<file path="src/logic/gcw_pkg.sv">
// Constants shared by the upper pin configuration and wake block.
// Assumes a 32-bit Wishbone register bus and an 8-bit byte address.
package gcw_pkg;
    // ------------------------------------------------------------
    // Register offsets (byte addresses)
    // ------------------------------------------------------------
    localparam logic [7:0] UPPER_PIN_CONFIG_OFS  = 8'h1C;
    localparam logic [7:0] PIN_WAKE_POLARITY_OFS = 8'h20;

    // ------------------------------------------------------------
    // Field positions, upper_pin_config
    // ------------------------------------------------------------
    localparam int FUNC_SEL_LSB = 24;
    localparam int DRV_TYPE_LSB = 16;
    localparam int DIR_LSB      = 8;
    localparam int DATA_LSB     = 0;
    localparam int UPPER_W      = 4;

    // ------------------------------------------------------------
    // Field positions, pin_wake_polarity
    // ------------------------------------------------------------
    localparam int POL_LSB  = 16;
    localparam int WAKE_LSB = 0;
    localparam int ALL_W    = 8;

    // ------------------------------------------------------------
    // Image byte order and fixed defaults
    // ------------------------------------------------------------
    localparam int IMG_FUNC = 0;
    localparam int IMG_DRV  = 1;
    localparam int IMG_DIR  = 2;
    localparam int IMG_DATA = 3;
    localparam int IMG_POL  = 4;
    localparam int IMG_WAKE = 5;
    localparam int IMG_W    = 48;
    localparam logic [47:0] FIXED_IMAGE = 48'h0000_0000_00FF;
endpackage

</file>
<file path="src/logic/gcw_pin_sync.sv">
// Two-stage synchroniser for the pin input levels.
// Assumes pins change freely with respect to ref_clk.
`timescale 1ns/1ps
module gcw_pin_sync #(
    parameter int WIDTH = 8
) (
    input  wire logic             ref_clk,
    input  wire logic             nrst,
    input  wire logic             clkEn,
    input  wire logic [WIDTH-1:0] asyncIn,
    output logic      [WIDTH-1:0] syncOut
);
    logic [WIDTH-1:0] stage1;  // Read by the second stage only

    // Second stage isolates metastability from all consumers
    always_ff @(posedge ref_clk or negedge nrst) begin
        if (!nrst) begin
            stage1  <= '0;
            syncOut <= '0;
        end else if (clkEn) begin
            stage1  <= asyncIn;
            syncOut <= stage1;
        end
    end
endmodule

</file>
<file path="src/logic/gcw_upper_cfg_wake.sv">
// Upper pin configuration and eight-pin wake source block.
// Assumes a classic Wishbone master, pin levels synchronous-free,
// and a default image supplied by the EEPROM/OTP loader.
//
// Chosen here: the Wishbone interface to the registers.
`timescale 1ns/1ps

// Behaviour
// - Function-select bit clear makes pin general purpose
// - Driver bit set push/pull, clear open-drain
// - Direction bit set output, clear input
// - Output pins driven from written data bits
// - Data reads return sampled pin levels
// - Only input pins may raise wake events
// - Wake enable bit lets pin wake device
// - Polarity bit picks low or high trigger
// - Non general purpose pins never wake
// - Protected resets leave all fields untouched
// - Function-select default EEPROM, OTP, else ones
// - USB or lite reset restores loaded image
// - Polarity/wake defaults use the whole image byte, else zero
// - Driver, direction, data default EEPROM, OTP, else zero
module gcw_upper_cfg_wake
    import gcw_pkg::*;
#(
    parameter int ADDR_W = 8
) (
    input  wire logic              ref_clk,
    input  wire logic              nrst,
    input  wire logic              clkEn,
    input  wire logic              wb_cyc_i,
    input  wire logic              wb_stb_i,
    input  wire logic              wb_we_i,
    input  wire logic [ADDR_W-1:0] wb_adr_i,
    input  wire logic [3:0]        wb_sel_i,
    input  wire logic [31:0]       wb_dat_i,
    output logic      [31:0]       wb_dat_o,
    output logic                   wb_ack_o,
    input  wire logic              eepromPresent,
    input  wire logic              otpConfigured,
    input  wire logic [47:0]       eepromImage,
    input  wire logic [47:0]       otpImage,
    input  wire logic              imageLoad,
    input  wire logic              usbReset,
    input  wire logic              liteReset,
    input  wire logic              resetProtect,
    input  wire logic [7:0]        pinIn,
    input  wire logic [3:0]        lowerGpioInput,
    output logic      [3:0]        pinOut,
    output logic      [3:0]        pinOe,
    output logic      [7:0]        pinEvent,
    output logic                   wakeRequest
);
    import gcw_pkg::*;

    // ------------------------------------------------------------
    // Helpers
    // ------------------------------------------------------------

    // Byte-lane merge of a write into a 32-bit word
    function automatic logic [31:0] merge(input logic [31:0] old,
                                          input logic [31:0] wr,
                                          input logic [3:0]  sel);
        logic [31:0] res;
        res = old;
        for (int b = 0; b < 4; b++) begin
            if (sel[b]) begin
                res[8*b +: 8] = wr[8*b +: 8];
            end
        end
        return res;
    endfunction

    // Pick one byte out of the default image
    function automatic logic [7:0] imgByte(input logic [47:0] img,
                                           input int          idx);
        return img[8*idx +: 8];
    endfunction

    // Upper nibble of one image byte; bytes 0-3 carry pins 4-7 there
    function automatic logic [3:0] imgNib(input logic [47:0] img,
                                          input int          idx);
        return img[8*idx+4 +: 4];
    endfunction

    // ------------------------------------------------------------
    // State
    // ------------------------------------------------------------
    logic [47:0] image;                 // Last loaded default image
    logic [3:0]  pinFunctionSelect;     // 1 = pin owned by other logic
    logic [3:0]  pinDriverType;         // 1 = push/pull
    logic [3:0]  pinDirection;          // 1 = output
    logic [3:0]  pinDataValue;          // Written output data
    logic [7:0]  wakeTriggerPolarity;   // 1 = high level triggers
    logic [7:0]  wakeSourceEnable;      // 1 = may wake the device
    logic [7:0]  pinSync;               // Synchronised pin levels
    logic [47:0] next_image;            // Image chosen at load time
    logic [47:0] restoreImage;          // Image a restore copies from
    logic        restore;               // Unprotected field restore
    logic        busReq;                // New bus access this cycle
    logic        wrCfg;                 // Write strobe, config word
    logic        wrWake;                // Write strobe, wake word
    logic [31:0] cfgWord;               // Current config word image
    logic [31:0] wakeWord;              // Current wake word image
    logic [31:0] cfgMerged;             // Config word after byte merge
    logic [31:0] wakeMerged;            // Wake word after byte merge
    logic [31:0] next_rdData;           // Read answer for this access
    logic [7:0]  wakeQualify;           // Pin is a general purpose input

    // ------------------------------------------------------------
    // Pin synchroniser
    // ------------------------------------------------------------
    gcw_pin_sync #(
        .WIDTH   (8)
    ) u_sync (
        .ref_clk (ref_clk),
        .nrst    (nrst),
        .clkEn   (clkEn),
        .asyncIn (pinIn),
        .syncOut (pinSync)
    );

    // ------------------------------------------------------------
    // Default image selection
    // ------------------------------------------------------------

    // EEPROM wins, then OTP, then the fixed constants
    always_comb begin
        if (eepromPresent) begin
            next_image = eepromImage;
        end else if (otpConfigured) begin
            next_image = otpImage;
        end else begin
            next_image = FIXED_IMAGE;
        end
    end

    // Image is held so later resets restore the same values
    always_ff @(posedge ref_clk or negedge nrst) begin
        if (!nrst) begin
            image <= FIXED_IMAGE;
        end else if (clkEn && imageLoad) begin
            image <= next_image;
        end
    end

    // Protection masks both soft resets; power-on reset is not gated
    always_comb begin
        restore = (usbReset | liteReset | imageLoad) & ~resetProtect;
        // A load copies the fresh choice; soft resets reuse the held image,
        // so a source that changed since the last load has no effect
        restoreImage = imageLoad ? next_image : image;
    end

    // ------------------------------------------------------------
    // Bus decode
    // ------------------------------------------------------------

    // A fresh access is one not yet acknowledged
    always_comb begin
        busReq = wb_cyc_i & wb_stb_i & ~wb_ack_o;
        wrCfg  = busReq & wb_we_i & (wb_adr_i == UPPER_PIN_CONFIG_OFS);
        wrWake = busReq & wb_we_i & (wb_adr_i == PIN_WAKE_POLARITY_OFS);
    end

    // Stored words as software sees them, reserved bits zero
    always_comb begin
        cfgWord = '0;
        cfgWord[FUNC_SEL_LSB +: UPPER_W] = pinFunctionSelect;
        cfgWord[DRV_TYPE_LSB +: UPPER_W] = pinDriverType;
        cfgWord[DIR_LSB +: UPPER_W]      = pinDirection;
        cfgWord[DATA_LSB +: UPPER_W]     = pinDataValue;
        wakeWord = '0;
        wakeWord[POL_LSB +: ALL_W]  = wakeTriggerPolarity;
        wakeWord[WAKE_LSB +: ALL_W] = wakeSourceEnable;
        cfgMerged  = merge(cfgWord, wb_dat_i, wb_sel_i);
        wakeMerged = merge(wakeWord, wb_dat_i, wb_sel_i);
    end

    // Read path: data field shows the pins, not the stored value
    always_comb begin
        next_rdData = '0;                              // Unmapped reads zero
        if (wb_adr_i == UPPER_PIN_CONFIG_OFS) begin
            next_rdData = cfgWord;
            next_rdData[DATA_LSB +: UPPER_W] = pinSync[7:4];
        end else if (wb_adr_i == PIN_WAKE_POLARITY_OFS) begin
            next_rdData = wakeWord;
        end
    end

    // ------------------------------------------------------------
    // Bus answer
    // ------------------------------------------------------------

    // One wait-free answer per access; ack drops the cycle after
    always_ff @(posedge ref_clk or negedge nrst) begin
        if (!nrst) begin
            wb_ack_o <= 1'b0;
        end else if (clkEn) begin
            wb_ack_o <= busReq;
        end
    end

    // Read data captured with the ack, zero otherwise
    always_ff @(posedge ref_clk or negedge nrst) begin
        if (!nrst) begin
            wb_dat_o <= '0;
        end else if (clkEn) begin
            if (busReq && !wb_we_i) begin
                wb_dat_o <= next_rdData;
            end else begin
                wb_dat_o <= '0;
            end
        end
    end

    // ------------------------------------------------------------
    // Configuration fields
    // ------------------------------------------------------------

    // Function select; soft reset beats a same-cycle write
    always_ff @(posedge ref_clk or negedge nrst) begin
        if (!nrst) begin
            pinFunctionSelect <= FIXED_IMAGE[8*IMG_FUNC+4 +: 4];
        end else if (clkEn) begin
            if (restore) begin
                // Upper nibble of the function-select byte covers pins 4-7
                pinFunctionSelect <= imgNib(restoreImage, IMG_FUNC);
            end else if (wrCfg) begin
                pinFunctionSelect <= cfgMerged[FUNC_SEL_LSB +: UPPER_W];
            end
        end
    end

    // Driver type
    always_ff @(posedge ref_clk or negedge nrst) begin
        if (!nrst) begin
            pinDriverType <= FIXED_IMAGE[8*IMG_DRV+4 +: 4];
        end else if (clkEn) begin
            if (restore) begin
                pinDriverType <= imgNib(restoreImage, IMG_DRV);
            end else if (wrCfg) begin
                pinDriverType <= cfgMerged[DRV_TYPE_LSB +: UPPER_W];
            end
        end
    end

    // Direction
    always_ff @(posedge ref_clk or negedge nrst) begin
        if (!nrst) begin
            pinDirection <= FIXED_IMAGE[8*IMG_DIR+4 +: 4];
        end else if (clkEn) begin
            if (restore) begin
                pinDirection <= imgNib(restoreImage, IMG_DIR);
            end else if (wrCfg) begin
                pinDirection <= cfgMerged[DIR_LSB +: UPPER_W];
            end
        end
    end

    // Output data; meaningless for inputs until written
    always_ff @(posedge ref_clk or negedge nrst) begin
        if (!nrst) begin
            pinDataValue <= FIXED_IMAGE[8*IMG_DATA+4 +: 4];
        end else if (clkEn) begin
            if (restore) begin
                pinDataValue <= imgNib(restoreImage, IMG_DATA);
            end else if (wrCfg) begin
                pinDataValue <= cfgMerged[DATA_LSB +: UPPER_W];
            end
        end
    end

    // Polarity, all eight pins
    always_ff @(posedge ref_clk or negedge nrst) begin
        if (!nrst) begin
            wakeTriggerPolarity <= FIXED_IMAGE[8*IMG_POL +: 8];
        end else if (clkEn) begin
            if (restore) begin
                wakeTriggerPolarity <= imgByte(restoreImage, IMG_POL);
            end else if (wrWake) begin
                wakeTriggerPolarity <= wakeMerged[POL_LSB +: ALL_W];
            end
        end
    end

    // Wake enable, all eight pins
    always_ff @(posedge ref_clk or negedge nrst) begin
        if (!nrst) begin
            wakeSourceEnable <= FIXED_IMAGE[8*IMG_WAKE +: 8];
        end else if (clkEn) begin
            if (restore) begin
                wakeSourceEnable <= imgByte(restoreImage, IMG_WAKE);
            end else if (wrWake) begin
                wakeSourceEnable <= wakeMerged[WAKE_LSB +: ALL_W];
            end
        end
    end

    // ------------------------------------------------------------
    // Pin drivers
    // ------------------------------------------------------------

    // Open-drain only pulls low; a one releases the pin.
    // Pins given to another function are not driven from here.
    always_ff @(posedge ref_clk or negedge nrst) begin
        if (!nrst) begin
            pinOut <= '0;
            pinOe  <= '0;
        end else if (clkEn) begin
            for (int p = 0; p < 4; p++) begin
                if (pinFunctionSelect[p] || !pinDirection[p]) begin
                    pinOut[p] <= 1'b0;
                    pinOe[p]  <= 1'b0;
                end else if (pinDriverType[p]) begin
                    pinOut[p] <= pinDataValue[p];
                    pinOe[p]  <= 1'b1;
                end else begin
                    pinOut[p] <= 1'b0;
                    pinOe[p]  <= ~pinDataValue[p];
                end
            end
        end
    end

    // ------------------------------------------------------------
    // Wake sources
    // ------------------------------------------------------------

    // Upper pins qualify from local fields, lower from their owner
    always_comb begin
        wakeQualify[3:0] = lowerGpioInput;
        wakeQualify[7:4] = ~pinFunctionSelect & ~pinDirection;
    end

    gcw_wake_detect #(
        .WIDTH               (8)
    ) u_wake (
        .ref_clk             (ref_clk),
        .nrst                (nrst),
        .clkEn               (clkEn),
        .pinLevel            (pinSync),
        .isGpioInput         (wakeQualify),
        .wakeTriggerPolarity (wakeTriggerPolarity),
        .wakeSourceEnable    (wakeSourceEnable),
        .pinEvent            (pinEvent),
        .wakeRequest         (wakeRequest)
    );
endmodule

</file>
<file path="src/logic/gcw_wake_detect.sv">
// Level wake and event detection for all eight pins.
// Assumes synchronised pin levels and qualifiers from the caller.
`timescale 1ns/1ps
module gcw_wake_detect #(
    parameter int WIDTH = 8
) (
    input  wire logic             ref_clk,
    input  wire logic             nrst,
    input  wire logic             clkEn,
    input  wire logic [WIDTH-1:0] pinLevel,
    input  wire logic [WIDTH-1:0] isGpioInput,
    input  wire logic [WIDTH-1:0] wakeTriggerPolarity,
    input  wire logic [WIDTH-1:0] wakeSourceEnable,
    output logic      [WIDTH-1:0] pinEvent,
    output logic                  wakeRequest
);
    logic [WIDTH-1:0] active;  // Pin sits at its trigger level

    // Polarity 1 means high is active, 0 means low is active
    always_comb begin
        active = ~(pinLevel ^ wakeTriggerPolarity) & isGpioInput;
    end

    // Registered so top outputs come straight from flops
    always_ff @(posedge ref_clk or negedge nrst) begin
        if (!nrst) begin
            pinEvent    <= '0;
            wakeRequest <= 1'b0;
        end else if (clkEn) begin
            pinEvent    <= active;
            wakeRequest <= |(active & wakeSourceEnable);
        end
    end
endmodule

</file>
<file path="config.mk">
export PLATFORM = sky130hd
export DESIGN_NAME = gcw_upper_cfg_wake
export DESIGN_NICKNAME = d
export VERILOG_FILES = /design/src/logic/gcw_pkg.sv /design/src/logic/gcw_pin_sync.sv /design/src/logic/gcw_upper_cfg_wake.sv /design/src/logic/gcw_wake_detect.sv
export SDC_FILE = /design/constraint.sdc
export NUM_CORES = 1
export LEC_CHECK = 0
export ABC_AREA = 1
export BUFFER_PORTS_ARGS = -buffer_cell sky130_fd_sc_hd__buf_2
export CAP_MARGIN = 20
export CORE_MARGIN = 3
export CORE_UTILIZATION = 51
export CTS_BUF_LIST = sky130_fd_sc_hd__clkbuf_16
export CTS_CLUSTER_DIAMETER = 60
export DETAILED_ROUTE_END_ITERATION = 10
export PLACE_DENSITY = 0.83
export SYNTH_ARGS = -nofsm -noshare
export SYNTH_HDL_FRONTEND = slang
export SYNTH_SLANG_ARGS = --single-unit
</file>
<file path="constraint.sdc">
create_clock -name ref_clk -period 1.55 [get_ports ref_clk]
set_input_delay 0 -clock ref_clk [delete_from_list [all_inputs] [get_ports ref_clk]]
set_output_delay 0 -clock ref_clk [all_outputs]
set_load 0.05 [all_outputs]
</file>
# Yosys cells after proc, flatten, opt, wreduce, memory -nomap -nowiden
# Index checks and enable logic that the tools add are counted.
[totals] out_inout_bits=50 register_bits=146 input_bits=164 elab_cells=102
[classes] bitwise=21 muxes=40 n_eq_ne=2 n_reduce_logical=24
[ops] cell="$mux 48" n=3
[ops] cell="$mux 4" n=12
[ops] cell="$mux 8" n=6
[ops] cell="$mux 32" n=1
[ops] cell="$mux 28" n=1
[ops] cell="$mux 24" n=1
[ops] cell="$reduce_and 3->1" n=6
[ops] cell="$and 8x8->8" n=2
[ops] cell="$mux 1" n=16
[ops] cell="$reduce_bool 2->1" n=6
[ops] cell="$eq 8x5->1 const B" n=1
[ops] cell="$eq 8x6->1 const B" n=1
[ops] cell="$not 4->4" n=2
[ops] cell="$not 8->8" n=1
[ops] cell="$reduce_or 8->1" n=1
[ops] cell="$xor 8x8->8" n=1
[ops] cell="$and 1x1->1" n=6
[ops] cell="$not 1->1" n=6
[ops] cell="$logic_not 1->1" n=5
[ops] cell="$and 4x4->4" n=1
[ops] cell="$logic_or 1x1->1" n=4
[ops] cell="$logic_and 1x1->1" n=2
[ops] cell="$or 1x1->1" n=2

# Logic depth before layout (Yosys ltp)
# Gate-level depths: netlist of run 1.
[logic_depth] word_depth=6 depth_mapped=10 ltp_nobuf=8

# By module
# From an unflattened synthesis of run 1, not the netlist that was laid out.
[hier_totals] cells_unflattened=896 hier_area_um2=6548.8
[by_module_without_submodules] module="gcw_upper_cfg_wake" n_inst=1 seq_area_each_um2=2437.3 cells_per_inst=743 area_per_inst_um2=5317.6
[by_module_without_submodules] module="gcw_pin_sync" n_inst=1 seq_area_each_um2=400.4 cells_per_inst=68 area_per_inst_um2=676.9
[by_module_without_submodules] module="gcw_wake_detect" n_inst=1 seq_area_each_um2=225.2 cells_per_inst=85 area_per_inst_um2=554.3

# Least setup slack after synthesis of run 1
# No wires, ideal clock.
[synth_path] path_kind="reg-to-reg" startpoint="register wb_ack_o" endpoint="register wakeTriggerPolarity[5]" n_path_buf=1 t_required_ps=1426 synth_period_minus_slack_ps=1529 arrival_ps=1405 setup_ps=124 path_stages_with_launch=8 setup_slack_ps=21 path_cell_list="dfrtp_1 -> nor3_1 -> nand2_1 -> nand2_2 -> nand2_2 -> buf_6 -> nand2_1 -> o21ai_2"
[synth_via] elab_chain_cells=6
[synth_rtl] element="start: declaration" line="gcw_upper_cfg_wake.sv:38" source="output logic wb_ack_o,"
[synth_rtl] element="start signal: assignment" line="gcw_upper_cfg_wake.sv:200" source="wb_ack_o <= busReq;"
[synth_rtl] element="$not 1->1" line="gcw_upper_cfg_wake.sv:161" source="busReq = wb_cyc_i & wb_stb_i & ~wb_ack_o;"
[synth_rtl] element="$and 1x1->1" line="gcw_upper_cfg_wake.sv:161"
[synth_rtl] element="$and 1x1->1 (2 in series)" line="gcw_upper_cfg_wake.sv:163" source="wrWake = busReq & wb_we_i & (wb_adr_i == PIN_WAKE_POLARITY_OFS);"
[synth_rtl] element="$reduce_bool 2->1 (no line)"
[synth_rtl] element="$reduce_and 3->1 (no line)"
[synth_rtl] element="end signal: assignment" line="gcw_upper_cfg_wake.sv:277" source="wakeTriggerPolarity <= FIXED_IMAGE[8*IMG_POL +: 8];"
[synth_rtl] element="end signal: assignment" line="gcw_upper_cfg_wake.sv:280" source="wakeTriggerPolarity <= imgByte(restoreImage, IMG_POL);"
[synth_rtl] element="end signal: assignment" line="gcw_upper_cfg_wake.sv:282" source="wakeTriggerPolarity <= wakeMerged[POL_LSB +: ALL_W];"
[synth_rtl] element="end: declaration" line="gcw_upper_cfg_wake.sv:94" source="logic [7:0] wakeTriggerPolarity;"
# Every way passes these cells.
# A chain may end at the register's enable or synchronous reset.

# Final worst setup path of run 1
[layout_path] startpoint="register wb_ack_o" endpoint="register pinDriverType[0]"
[layout_via] elab_chain_cells=6
[layout_rtl] element="$not 1->1" line="gcw_upper_cfg_wake.sv:161"
[layout_rtl] element="$and 1x1->1" line="gcw_upper_cfg_wake.sv:161"
[layout_rtl] element="$and 1x1->1 (2 in series)" line="gcw_upper_cfg_wake.sv:162" source="wrCfg = busReq & wb_we_i & (wb_adr_i == UPPER_PIN_CONFIG_OFS);"
[layout_rtl] element="$reduce_bool 2->1 (no line)"
[layout_rtl] element="$reduce_and 3->1 (no line)"
[layout_rtl] element="end signal: assignment" line="gcw_upper_cfg_wake.sv:238" source="pinDriverType <= FIXED_IMAGE[8*IMG_DRV+4 +: 4];"
[layout_rtl] element="end signal: assignment" line="gcw_upper_cfg_wake.sv:241" source="pinDriverType <= imgNib(restoreImage, IMG_DRV);"
[layout_rtl] element="end signal: assignment" line="gcw_upper_cfg_wake.sv:243" source="pinDriverType <= cfgMerged[DRV_TYPE_LSB +: UPPER_W];"
[layout_rtl] element="end: declaration" line="gcw_upper_cfg_wake.sv:91" source="logic [3:0] pinDriverType;"
# Every way passes these cells.

==> impl_metrics.yaml, run 1 <==
die:
  dieWidth_um: 116
  num_io_pins: 214
  fp-row-count: 39
  fp.dieH_um: 116
  die_area_um2: 13400
  initial_utilization_pct: 52.9
  core-area_um2: 11600
placement:
  place.port_buffers: 165
  dpl.hpwl_mm: 12.6
  dpl-instance-area_um2: 7180
  gp_congestion: 0.864
  dp_slack_ns: -0.0172
critical_path:
  path_class: "flop to flop"
  worstSetupEndpointType: "flop"
  critPathArrivalTime_ns: 1.74
  path_buf_inv: 0
  slowest_delay_ns: 0.44
  worstPathMaxFanout: 8
  cp-start-kind: "flop"
  crit_top_cell: "nand2_1"
  worstPathCellList: "nor3_4 > nand2_1 > nand2_1 > nand2_1 > nand2_1 > o21ai_1"
  critical_path.top_delay_family: "simple AND/OR/NAND/NOR gates"
  cp_data_required_time_ns: 1.83
  cpMaxStageDelayCell: "dfrtp_1"
cts:
  insertion_delay_ns: 0.42
  cts_buffers: 17
  cts_root_buffer: "clkbuf_16"
  clkSlewWorstSetupHoldPaths_ns: 0.05
  cts.sinks: 122
  ctsHtreeMaxLevel: 4
  clk_path_buf_depth: 2
  cts_tree: "yes"
detailed_routing:
  wl_per_cell_um: 16.3
  drc_errors: 0
  wl_mm: 19.5
  via_per_inst: 5.45
  drt.antenna.violating_nets: 0
  route.vias.total: 6535
  dr.first_iter.drc_count: 550
  first_pass_iters: 7
logic_synthesis:
  yosysMostFrequentCell: "nand2_1"
  synth_ff_type: "dfrtp_1"
  ys_ff_latch: 122
  synth_common_cells: "258 x nand2_1, 114 x dfrtp_1, 106 x nor2_1, 60 x nand3_1, 39 x o21ai_0"
  synth_top_area_cell: "dfrtp_1"
  ys_seq_area_share_pct: 49.8
  synth-async-reset-ratio_pct: 100
  syn_area_um2: 6150
  synthCells: 789
  yosys-top-cells-area: "dfrtp_1 46%, nand2_1 16%, nor2_1 6.5%"
  avgSynthCellArea_um2: 7.79
  synth_top_area_share_pct: 46.4
  ys_types: 30
  yosysWarnings: 0
  synth_edf_count: 0
power:
  leakage_nw: 4.36
  peakVddDrop_uv: 653
  powerDensity_nw_per_um2: 1150
sta:
  drv_slew: 0
  hold_slack_ns: 0.0128
  worst_pin_slew_ns: 0.577
  skew_ns: 0.0115
  hold_viol: 0
  slew_headroom_pct: 61.4
  setup_ws_ns: 0.0908
  setup_viol: 0
  period_minus_slack_ns: 1.46
  finalCritPeriodShare_pct: 94.1
  rsz0062_at_grt: "true"
  clock.fmax_mhz: 685
finish:
  drive_gt1_share_pct: 23.8
  diodes: 0
  fin_nets: 1208
  final_cell_area_um2: 8620
  syn_to_final_growth_pct: 40.2
run_status:
  status: "completed"
grt:
  antenna_found_initial: 0
  grt-ovfl-total: 0
  grt_pass1_wl_mm: 31.1
  grt_usage_pct: 30.0
  grt_max_degree: 59
  grt_pass1_vias: 6356
min_path:
  hold_path.class: "input pin to async pin"
run:
  cap_violations: 0
-- registers in the layout, indices dropped and copies added (netlist names) --
| signal | count |
|---|---|
| image | 32 |
| wb_dat_o | 24 |
| u_sync.stage1 | 8 |
| u_sync.syncOut | 8 |
| u_wake.pinEvent | 8 |
| wakeSourceEnable | 8 |
| wakeTriggerPolarity | 8 |
| pinDataValue | 4 |
| pinDirection | 4 |
| pinDriverType | 4 |
| pinFunctionSelect | 4 |
| pinOe | 4 |
| pinOut | 4 |
| u_wake.wakeRequest | 1 |
| wb_ack_o | 1 |
-- metal layers --
layer | wire length [µm] | global-route usage, % | part of all wire (%) | vias up
li1 | - | - | - | 3091
met2 | 9080 | 47.8 | 47 | 370
met1 | 7920 | 39.1 | 41 | 3015
met4 | 636 | 12.2 | 3.3 | 0
met5 | 0 | 0 | 0 | -
met3 | 1870 | 7.89 | 9.6 | 59
-- worst reg2reg max path, stage by stage (launching register included) --
cell and delay, ns:
dfrtp_1 0.44, nor3_4 0.25, nand2_1 0.12, nand2_1 0.16
nand2_1 0.19, nand2_1 0.11, o21ai_1 0.06
-- repair_timing --
| item | CTS | global route |
|---|---|---|
| setup buffers | 0 | 0 |
| setup endpoints to repair | 8 | 27 |
| endpoints found under the hold margin | 166 | 0 |
| gates resized for setup | 1 | 2 |
| gates cloned | 0 | 0 |
| hold buffers | 86 | 0 |
-- power by group --
| part | switching [mW] | internal (mW) | total, mW |
|---|---|---|---|
| logic | 1.30 | 0.861 | 2.16 |
| registers | 0.322 | 3.62 | 3.94 |
| clock network | 1.36 | 2.46 | 3.83 |
| total | 2.98 | 6.94 | 9.93 |
-- cell type report --
class                      instances  area, µm²
timing repair buffer             275       1930
clock buffer                      17        425
clock inverter                    13        139
inverter                          36        138
sequential                       122       3060
tap                              143        179
fill                             801       2990
multi-input combinational        592       2750
-- placed cells by master (no fill, tap or decap) --
cell type	netlist	layout
nor2_2	1	1
a22o_1	4	4
conb_1	1	8
nor2_4	3	3
o211ai_1	8	8
inv_1	33	36
buf_4	11	20
clkbuf_16	0	17
clkinvlp_4	0	2
a31oi_1	32	32
or2_2	4	4
nor2_1	106	106
nand3_1	60	60
dfstp_2	8	8
o21ai_0	39	39
clkinv_2	0	3
o21ai_1	8	8
a21oi_2	2	2
nand2_2	3	2
nand2_4	0	1
nand2_1	258	258
clkinv_1	1	3
bufinv_16	0	3
buf_12	0	5
inv_4	1	1
a21boi_0	24	24
nand4_1	10	10
nor3_4	0	1
inv_2	1	1
a21oi_1	8	8
dlygate4sd3_1	0	86
buf_2	12	164
o21ai_2	13	13
dfrtp_1	114	114
-- final timing paths --
check | start | end | slack, ns | cells after the start
min in group ref_clk | wb_dat_i[7] | wakeSourceEnable[7] | 0.02 | 5
min | nrst | wb_dat_o[27] | 0.01 | 2
max reg2reg | wb_ack_o | pinDriverType[0] | 0.09 | 6
max | wb_ack_o | pinDriverType[0] | 0.09 | 6
max in group asynchronous | nrst | image[5] | 0.92 | 3
min reg2reg | u_sync.stage1[5] | u_sync.stage1[5] | 0.48 | 2
-- stage by stage --
stage	TNS [ns]	instances	power [mW]	utilization, %
finish	0	1198	9.93	74.2
floorplan	0	796	5.12	-
global route	-0.213	1198	10.3	74.2
detailed placement	-0.0299	1082	5.79	61.8
global placement	0	1082	5.73	61.8
CTS	0	1198	9.88	74.1
-- cells by family (layout without fill, tap and decap cells) --
group,Yosys count,count (layout),share of synthesized area (%)
AND/OR/NAND/NOR,446,446,29.6
AO/OA/AOI/OAI,138,138,14.3
flip-flops,122,122,49.8
buffers and inverters,82,341,6.21
other,1,8,0.0610
Note: power is estimated with default switching activity, not from simulation.
==> run 2: changes to the inputs <==
--- a/config.mk
+++ b/config.mk
@@ -8,12 +8,15 @@
 export ABC_AREA = 1
 export BUFFER_PORTS_ARGS = -buffer_cell sky130_fd_sc_hd__buf_2
 export CAP_MARGIN = 20
+export CELL_PAD_IN_SITES_DETAIL_PLACEMENT = 1
+export CELL_PAD_IN_SITES_GLOBAL_PLACEMENT = 1
 export CORE_MARGIN = 3
-export CORE_UTILIZATION = 51
+export CORE_UTILIZATION = 36
 export CTS_BUF_LIST = sky130_fd_sc_hd__clkbuf_16
 export CTS_CLUSTER_DIAMETER = 60
 export DETAILED_ROUTE_END_ITERATION = 10
 export PLACE_DENSITY = 0.83
 export SYNTH_ARGS = -nofsm -noshare
 export SYNTH_HDL_FRONTEND = slang
+export SYNTH_HIERARCHICAL = 1
 export SYNTH_SLANG_ARGS = --single-unit
==> impl_metrics.yaml, run 2 <==
run_status:
  status: "completed"
finish:
  final_cell_area_um2: 9170
  top_regs: "image: 32 flops, wb_dat_o: 24 flops"
  final_cell_mix: "355 x nand2_1, 164 x buf_2, 115 x nor2_1, 114 x dfrtp_1, 104 x dlygate4sd3_1"
  syn_to_final_growth_pct: 40.0
  fin_nets: 1320
  layout_commonest_cell: "nand2_1"
  largest_reg_flops: 32
  regMostFlops: "image"
  drive_gt1_share_pct: 22.0
die:
  core-area_um2: 17500
  num_io_pins: 214
  dieWidth_um: 141
  fp-row-count: 48
  die_area_um2: 19800
  initial_utilization_pct: 37.3
  fp.dieH_um: 141
logic_synthesis:
  yosysMostFrequentCell: "nand2_1"
  syn_area_um2: 6550
  synth_top_area_share_pct: 43.6
  ys_seq_area_share_pct: 46.8
  yosysWarnings: 6
  synth_ff_type: "dfrtp_1"
  ys_types: 28
  synth_edf_count: 0
  yosys-top-cells-area: "dfrtp_1 44%, nand2_1 20%, nor2_1 6.6%"
  synth_common_cells: "355 x nand2_1, 115 x nor2_1, 114 x dfrtp_1, 80 x nand3_1, 47 x inv_1"
  synthCells: 896
  avgSynthCellArea_um2: 7.31
  ys_ff_latch: 122
  synth_top_area_cell: "dfrtp_1"
  synth-async-reset-ratio_pct: 100
grt:
  grt_usage_pct: 25.2
  grt_max_degree: 123
  grt_pass1_wl_mm: 39.6
  grt-ovfl-total: 0
  grt_pass1_vias: 7654
  antenna_found_initial: 1
sta:
  clock.fmax_mhz: 696
  setup_viol: 0
  finalCritPeriodShare_pct: 92.7
  skew_ns: 0.00717
  drv_slew: 0
  setup_ws_ns: 0.112
  period_minus_slack_ns: 1.44
  hold_viol: 0
  slew_headroom_pct: 54.4
  rsz0062_at_grt: "false"
  setup_tns_ns: 0
  worst_pin_slew_ns: 0.683
placement:
  gp_congestion: 0.833
  dp_slack_ns: 0.0995
  place.port_buffers: 165
  dpl.hpwl_mm: 14.9
  dpl-instance-area_um2: 7560
cts:
  clkSlewWorstSetupHoldPaths_ns: 0.06
  insertion_delay_ns: 0.42
  cts_root_buffer: "clkbuf_16"
  cts_tree: "yes"
  clk_path_buf_depth: 2
  cts.sinks: 122
  cts_buffers: 17
  ctsHtreeMaxLevel: 4
detailed_routing:
  drc_errors: 0
  route.vias.total: 7044
  dr.first_iter.drc_count: 371
  via_per_inst: 5.05
  first_pass_iters: 5
  wl_per_cell_um: 17.7
  wl_mm: 24.7
  drt.antenna.violating_nets: 0
power:
  powerDensity_nw_per_um2: 1100
  peakVddDrop_uv: 798
  leakage_nw: 4.78
critical_path:
  worstPathMaxFanout: 65
  cp-start-kind: "input pin"
  cp_data_required_time_ns: 1.91
  critPathArrivalTime_ns: 1.79
  worstSetupEndpointType: "flop"
  path_class: "input pin to flop"
min_path:
  hold_path.class: "input pin to flop"
run:
  cap_violations: 0
[run 2: changes by cell type after synthesis, sizes merged, moves of 6 or more]
cell,previous run,this run
nand2,261,383
nand4,10,16
nand3,60,80
nor2,110,118
o211ai,8,0
buf,30,48
clkbuf,16,3
a21boi,24,0
inv,35,52
o21ai,60,24
[run 2: final timing paths]
path	from	endpoint	slack (ns)	cells after the start
min reg2reg	u_sync/stage1[0]	u_sync/stage1[0]	0.47	2
max	imageLoad	image[29]	0.11	8
min in group asynchronous	nrst	u_sync/stage1[4]	0.23	3
max in group asynchronous	nrst	image[33]	0.82	3
max reg2reg	image[6]	image[6]	0.16	3
min	wb_dat_i[19]	wakeTriggerPolarity[3]	0.03	5
[run 2: layer usage]
| metal | GRT usage (%) | routed length (µm) | up-vias |
|---|---|---|---|
| li1 | - | - | 3353 |
| met1 | 30.9 | 10400 | 3428 |
| met2 | 43.6 | 12300 | 210 |
| met3 | 5.56 | 1210 | 53 |
| met4 | 8.98 | 729 | 0 |
| met5 | 0 | 0 | - |
[run 2: through the flow]
step	hold slack, ns	instances	total power [mW]	utilization (%)
floorplan	-0.296	903	5.22	-
finish	0.0281	1395	10.1	52.3
global placement	0.167	1258	5.87	43.1
detailed placement	0.169	1258	5.96	43.1
global route	0.0506	1395	10.6	52.3
CTS	0.0176	1394	10.1	52.3
[run 2: report_power, final]
part           switching, mW  total (mW)  internal (mW)
combinational           1.44        2.33          0.889
sequential             0.373        3.99           3.62
clock                   1.46        3.79           2.33
[run 2: repair_timing]
item	4_1_cts	5_1_grt
resized for setup	0	2
endpoints found under the hold margin	185	0
endpoints found under the setup margin	0	13
setup buffers	0	0
hold buffers	104	0
[run 2: critical path, cell delays in order]
cell and delay, ns:
buf_2 0.13, buf_12 0.29, nand2_1 0.11, inv_2 0.09
buf_12 0.26, nor2_1 0.11, a31oi_1 0.18, dlygate4sd3_1 0.57
[run 2: cell type report]
cell class	instances	area, µm²
Timing Repair Buffer	285	2090
Antenna cell	1	2.50
Fill cell	2246	8370
Sequential cell	122	3060
Tap cell	225	282
Multi-Input combinational cell	678	2970
Inverter	52	203
Clock buffer	17	425
Clock inverter	15	134
[run 2: kinds of logic (layout without fill, tap and decap cells)]
| logic type | after synthesis | in the layout | share of synthesized area, % |
|---|---|---|---|
| flip-flops | 122 | 122 | 46.8 |
| AO/OA/AOI/OAI | 72 | 72 | 6.73 |
| buffers and inverters | 103 | 369 | 8.31 |
| other | 1 | 9 | 0.0573 |
| AND/OR/NAND/NOR | 598 | 598 | 38.1 |
==> run 3: changes to the inputs <==
--- a/config.mk
+++ b/config.mk
@@ -15,6 +15,7 @@
 export CTS_BUF_LIST = sky130_fd_sc_hd__clkbuf_16
 export CTS_CLUSTER_DIAMETER = 60
 export DETAILED_ROUTE_END_ITERATION = 10
+export MAX_ROUTING_LAYER = met4
 export PLACE_DENSITY = 0.83
 export SYNTH_ARGS = -nofsm -noshare
 export SYNTH_HDL_FRONTEND = slang
==> impl_metrics.yaml, run 3 (synthesis results as in run 2) <==
sta:
  hold_viol: 0
  slew_headroom_pct: 51.9
  hold_slack_ns: 0.0374
  skew_ns: 0.00919
  drv_slew: 0
  setup_viol: 0
  finalCritPeriodShare_pct: 92.0
  worst_pin_slew_ns: 0.721
  setup_ws_ns: 0.124
  clock.fmax_mhz: 701
  period_minus_slack_ns: 1.43
finish:
  utilization_pct: 52.3
  fill_cells: 2246
  top_regs: "image: 32 flops, wb_dat_o: 24 flops"
  layout_commonest_cell: "nand2_1"
  syn_to_final_growth_pct: 40.0
  final_cell_mix: "355 x nand2_1, 164 x buf_2, 115 x nor2_1, 114 x dfrtp_1, 104 x dlygate4sd3_1"
  fin_nets: 1320
  drive_gt1_share_pct: 22.0
  final_cell_area_um2: 9170
  regMostFlops: "image"
  largest_reg_flops: 32
detailed_routing:
  via_per_inst: 5.04
  route.vias.total: 7037
  wl_mm: 24.6
  drt.antenna.violating_nets: 0
  drc_errors: 0
  wl_per_cell_um: 17.6
  dr.first_iter.drc_count: 374
  first_pass_iters: 5
cts:
  cts_tree: "yes"
  cts_setup_buffers: 0
  insertion_delay_ns: 0.42
  cts_root_buffer: "clkbuf_16"
  clk_path_buf_depth: 2
  cts.sinks: 122
  clkSlewWorstSetupHoldPaths_ns: 0.06
  cts_buffers: 17
  ctsHtreeMaxLevel: 4
critical_path:
  slowest_delay_ns: 0.57
  cp-start-kind: "input pin"
  cpMaxStageDelayCell: "dlygate4sd3_1"
  crit_start: "imageLoad"
  cp_data_required_time_ns: 1.90
  path_buf_inv: 5
  crit_top_cell: "buf_12"
  worstPathCellList: "buf_2 > buf_12 > nand2_1 > inv_2 > buf_12 > nor2_1 > a31oi_1 > dlygate4sd3_1"
  worstPathMaxFanout: 65
  rr_startpoint: "image[6]"
  critPathArrivalTime_ns: 1.78
  worstSetupEndpointType: "flop"
  path_class: "input pin to flop"
  critical_path.top_delay_family: "buffers and inverters"
grt:
  grt_pass1_vias: 7665
  grt_pass1_wl_mm: 39.5
  antenna_found_initial: 1
  grt-ovfl-total: 0
  grt_max_degree: 123
  grt_usage_pct: 25.9
die:
  core-area_um2: 17500
  fp.dieH_um: 141
  dieWidth_um: 141
  die_area_um2: 19800
  fp-row-count: 48
  initial_utilization_pct: 37.3
  num_io_pins: 214
run:
  cap_violations: 0
placement:
  place.port_buffers: 165
  dpl-instance-area_um2: 7560
  dpl.hpwl_mm: 14.9
  gp_congestion: 0.846
  dp_slack_ns: 0.0995
power:
  peakVddDrop_uv: 791
  total_power_mw: 10.1
  leakage_nw: 4.78
  powerDensity_nw_per_um2: 1100
run_status:
  status: "completed"
min_path:
  min_from: "wb_dat_i[19]"
  hold_path.class: "input pin to flop"
## run 3: cell counts in the layout (fill, tap and decap cells not counted)
Identical to the previous run, type by type.
## run 3: worst reg2reg max path: stages, from the launching register on
cell	delay [ns]
dfstp_2	0.54
nor2_1	0.05
a31oi_1	0.14
dlygate4sd3_1	0.60
## run 3: report_power, final
part / internal, mW / total, mW / leakage (nW) / switching (mW)
logic: 0.889 / 2.33 / 2.98 / 1.44
clock network: 2.33 / 3.79 / 0.270 / 1.46
registers: 3.62 / 3.99 / 1.53 / 0.373
## run 3: area by class of cell
type                       instances  area [µm²]  area share [%]
antenna                            1        2.50          0.0273
sequential                       122        3060            33.4
multi-input combinational        678        2970            32.4
inverter                          52         203            2.21
clock inverter                    15         134            1.46
clock buffer                      17         425            4.64
tap                              225         282            3.07
timing repair buffer             285        2090            22.8
## run 3: routing by layer
layer,wire length (µm),vias up,GRT usage (%)
li1,-,3354,-
met3,1100,56,5.16
met1,10400,3408,31.0
met5,0,-,-
met4,736,0,8.98
met2,12400,219,43.7
## run 3: timing repair
action                                  CTS  global route
hold buffers                            104             0
gates resized for setup                   0             2
endpoints found under the setup margin    0            14
endpoints found under the hold margin   185             0
## run 3: final timing paths
check | to | slack (ns) | depth (start not counted)
setup reg to reg | image[6] | 0.16 | 3
hold reg to reg | u_sync/stage1[0] | 0.47 | 2
hold / removal | wakeTriggerPolarity[3] | 0.04 | 5
max in group asynchronous | image[33] | 0.79 | 3
setup / recovery | image[29] | 0.12 | 8
min in group asynchronous | u_sync/stage1[4] | 0.19 | 3
## run 3: stage by stage
| step | cells | TNS, ns |
|---|---|---|
| final | 1395 | 0 |
| after global routing | 1395 | -0.000260 |
| after CTS | 1394 | 0 |
| after detailed placement | 1258 | 0 |
| after global placement | 1258 | 0 |
| after floorplan | 903 | 0 |
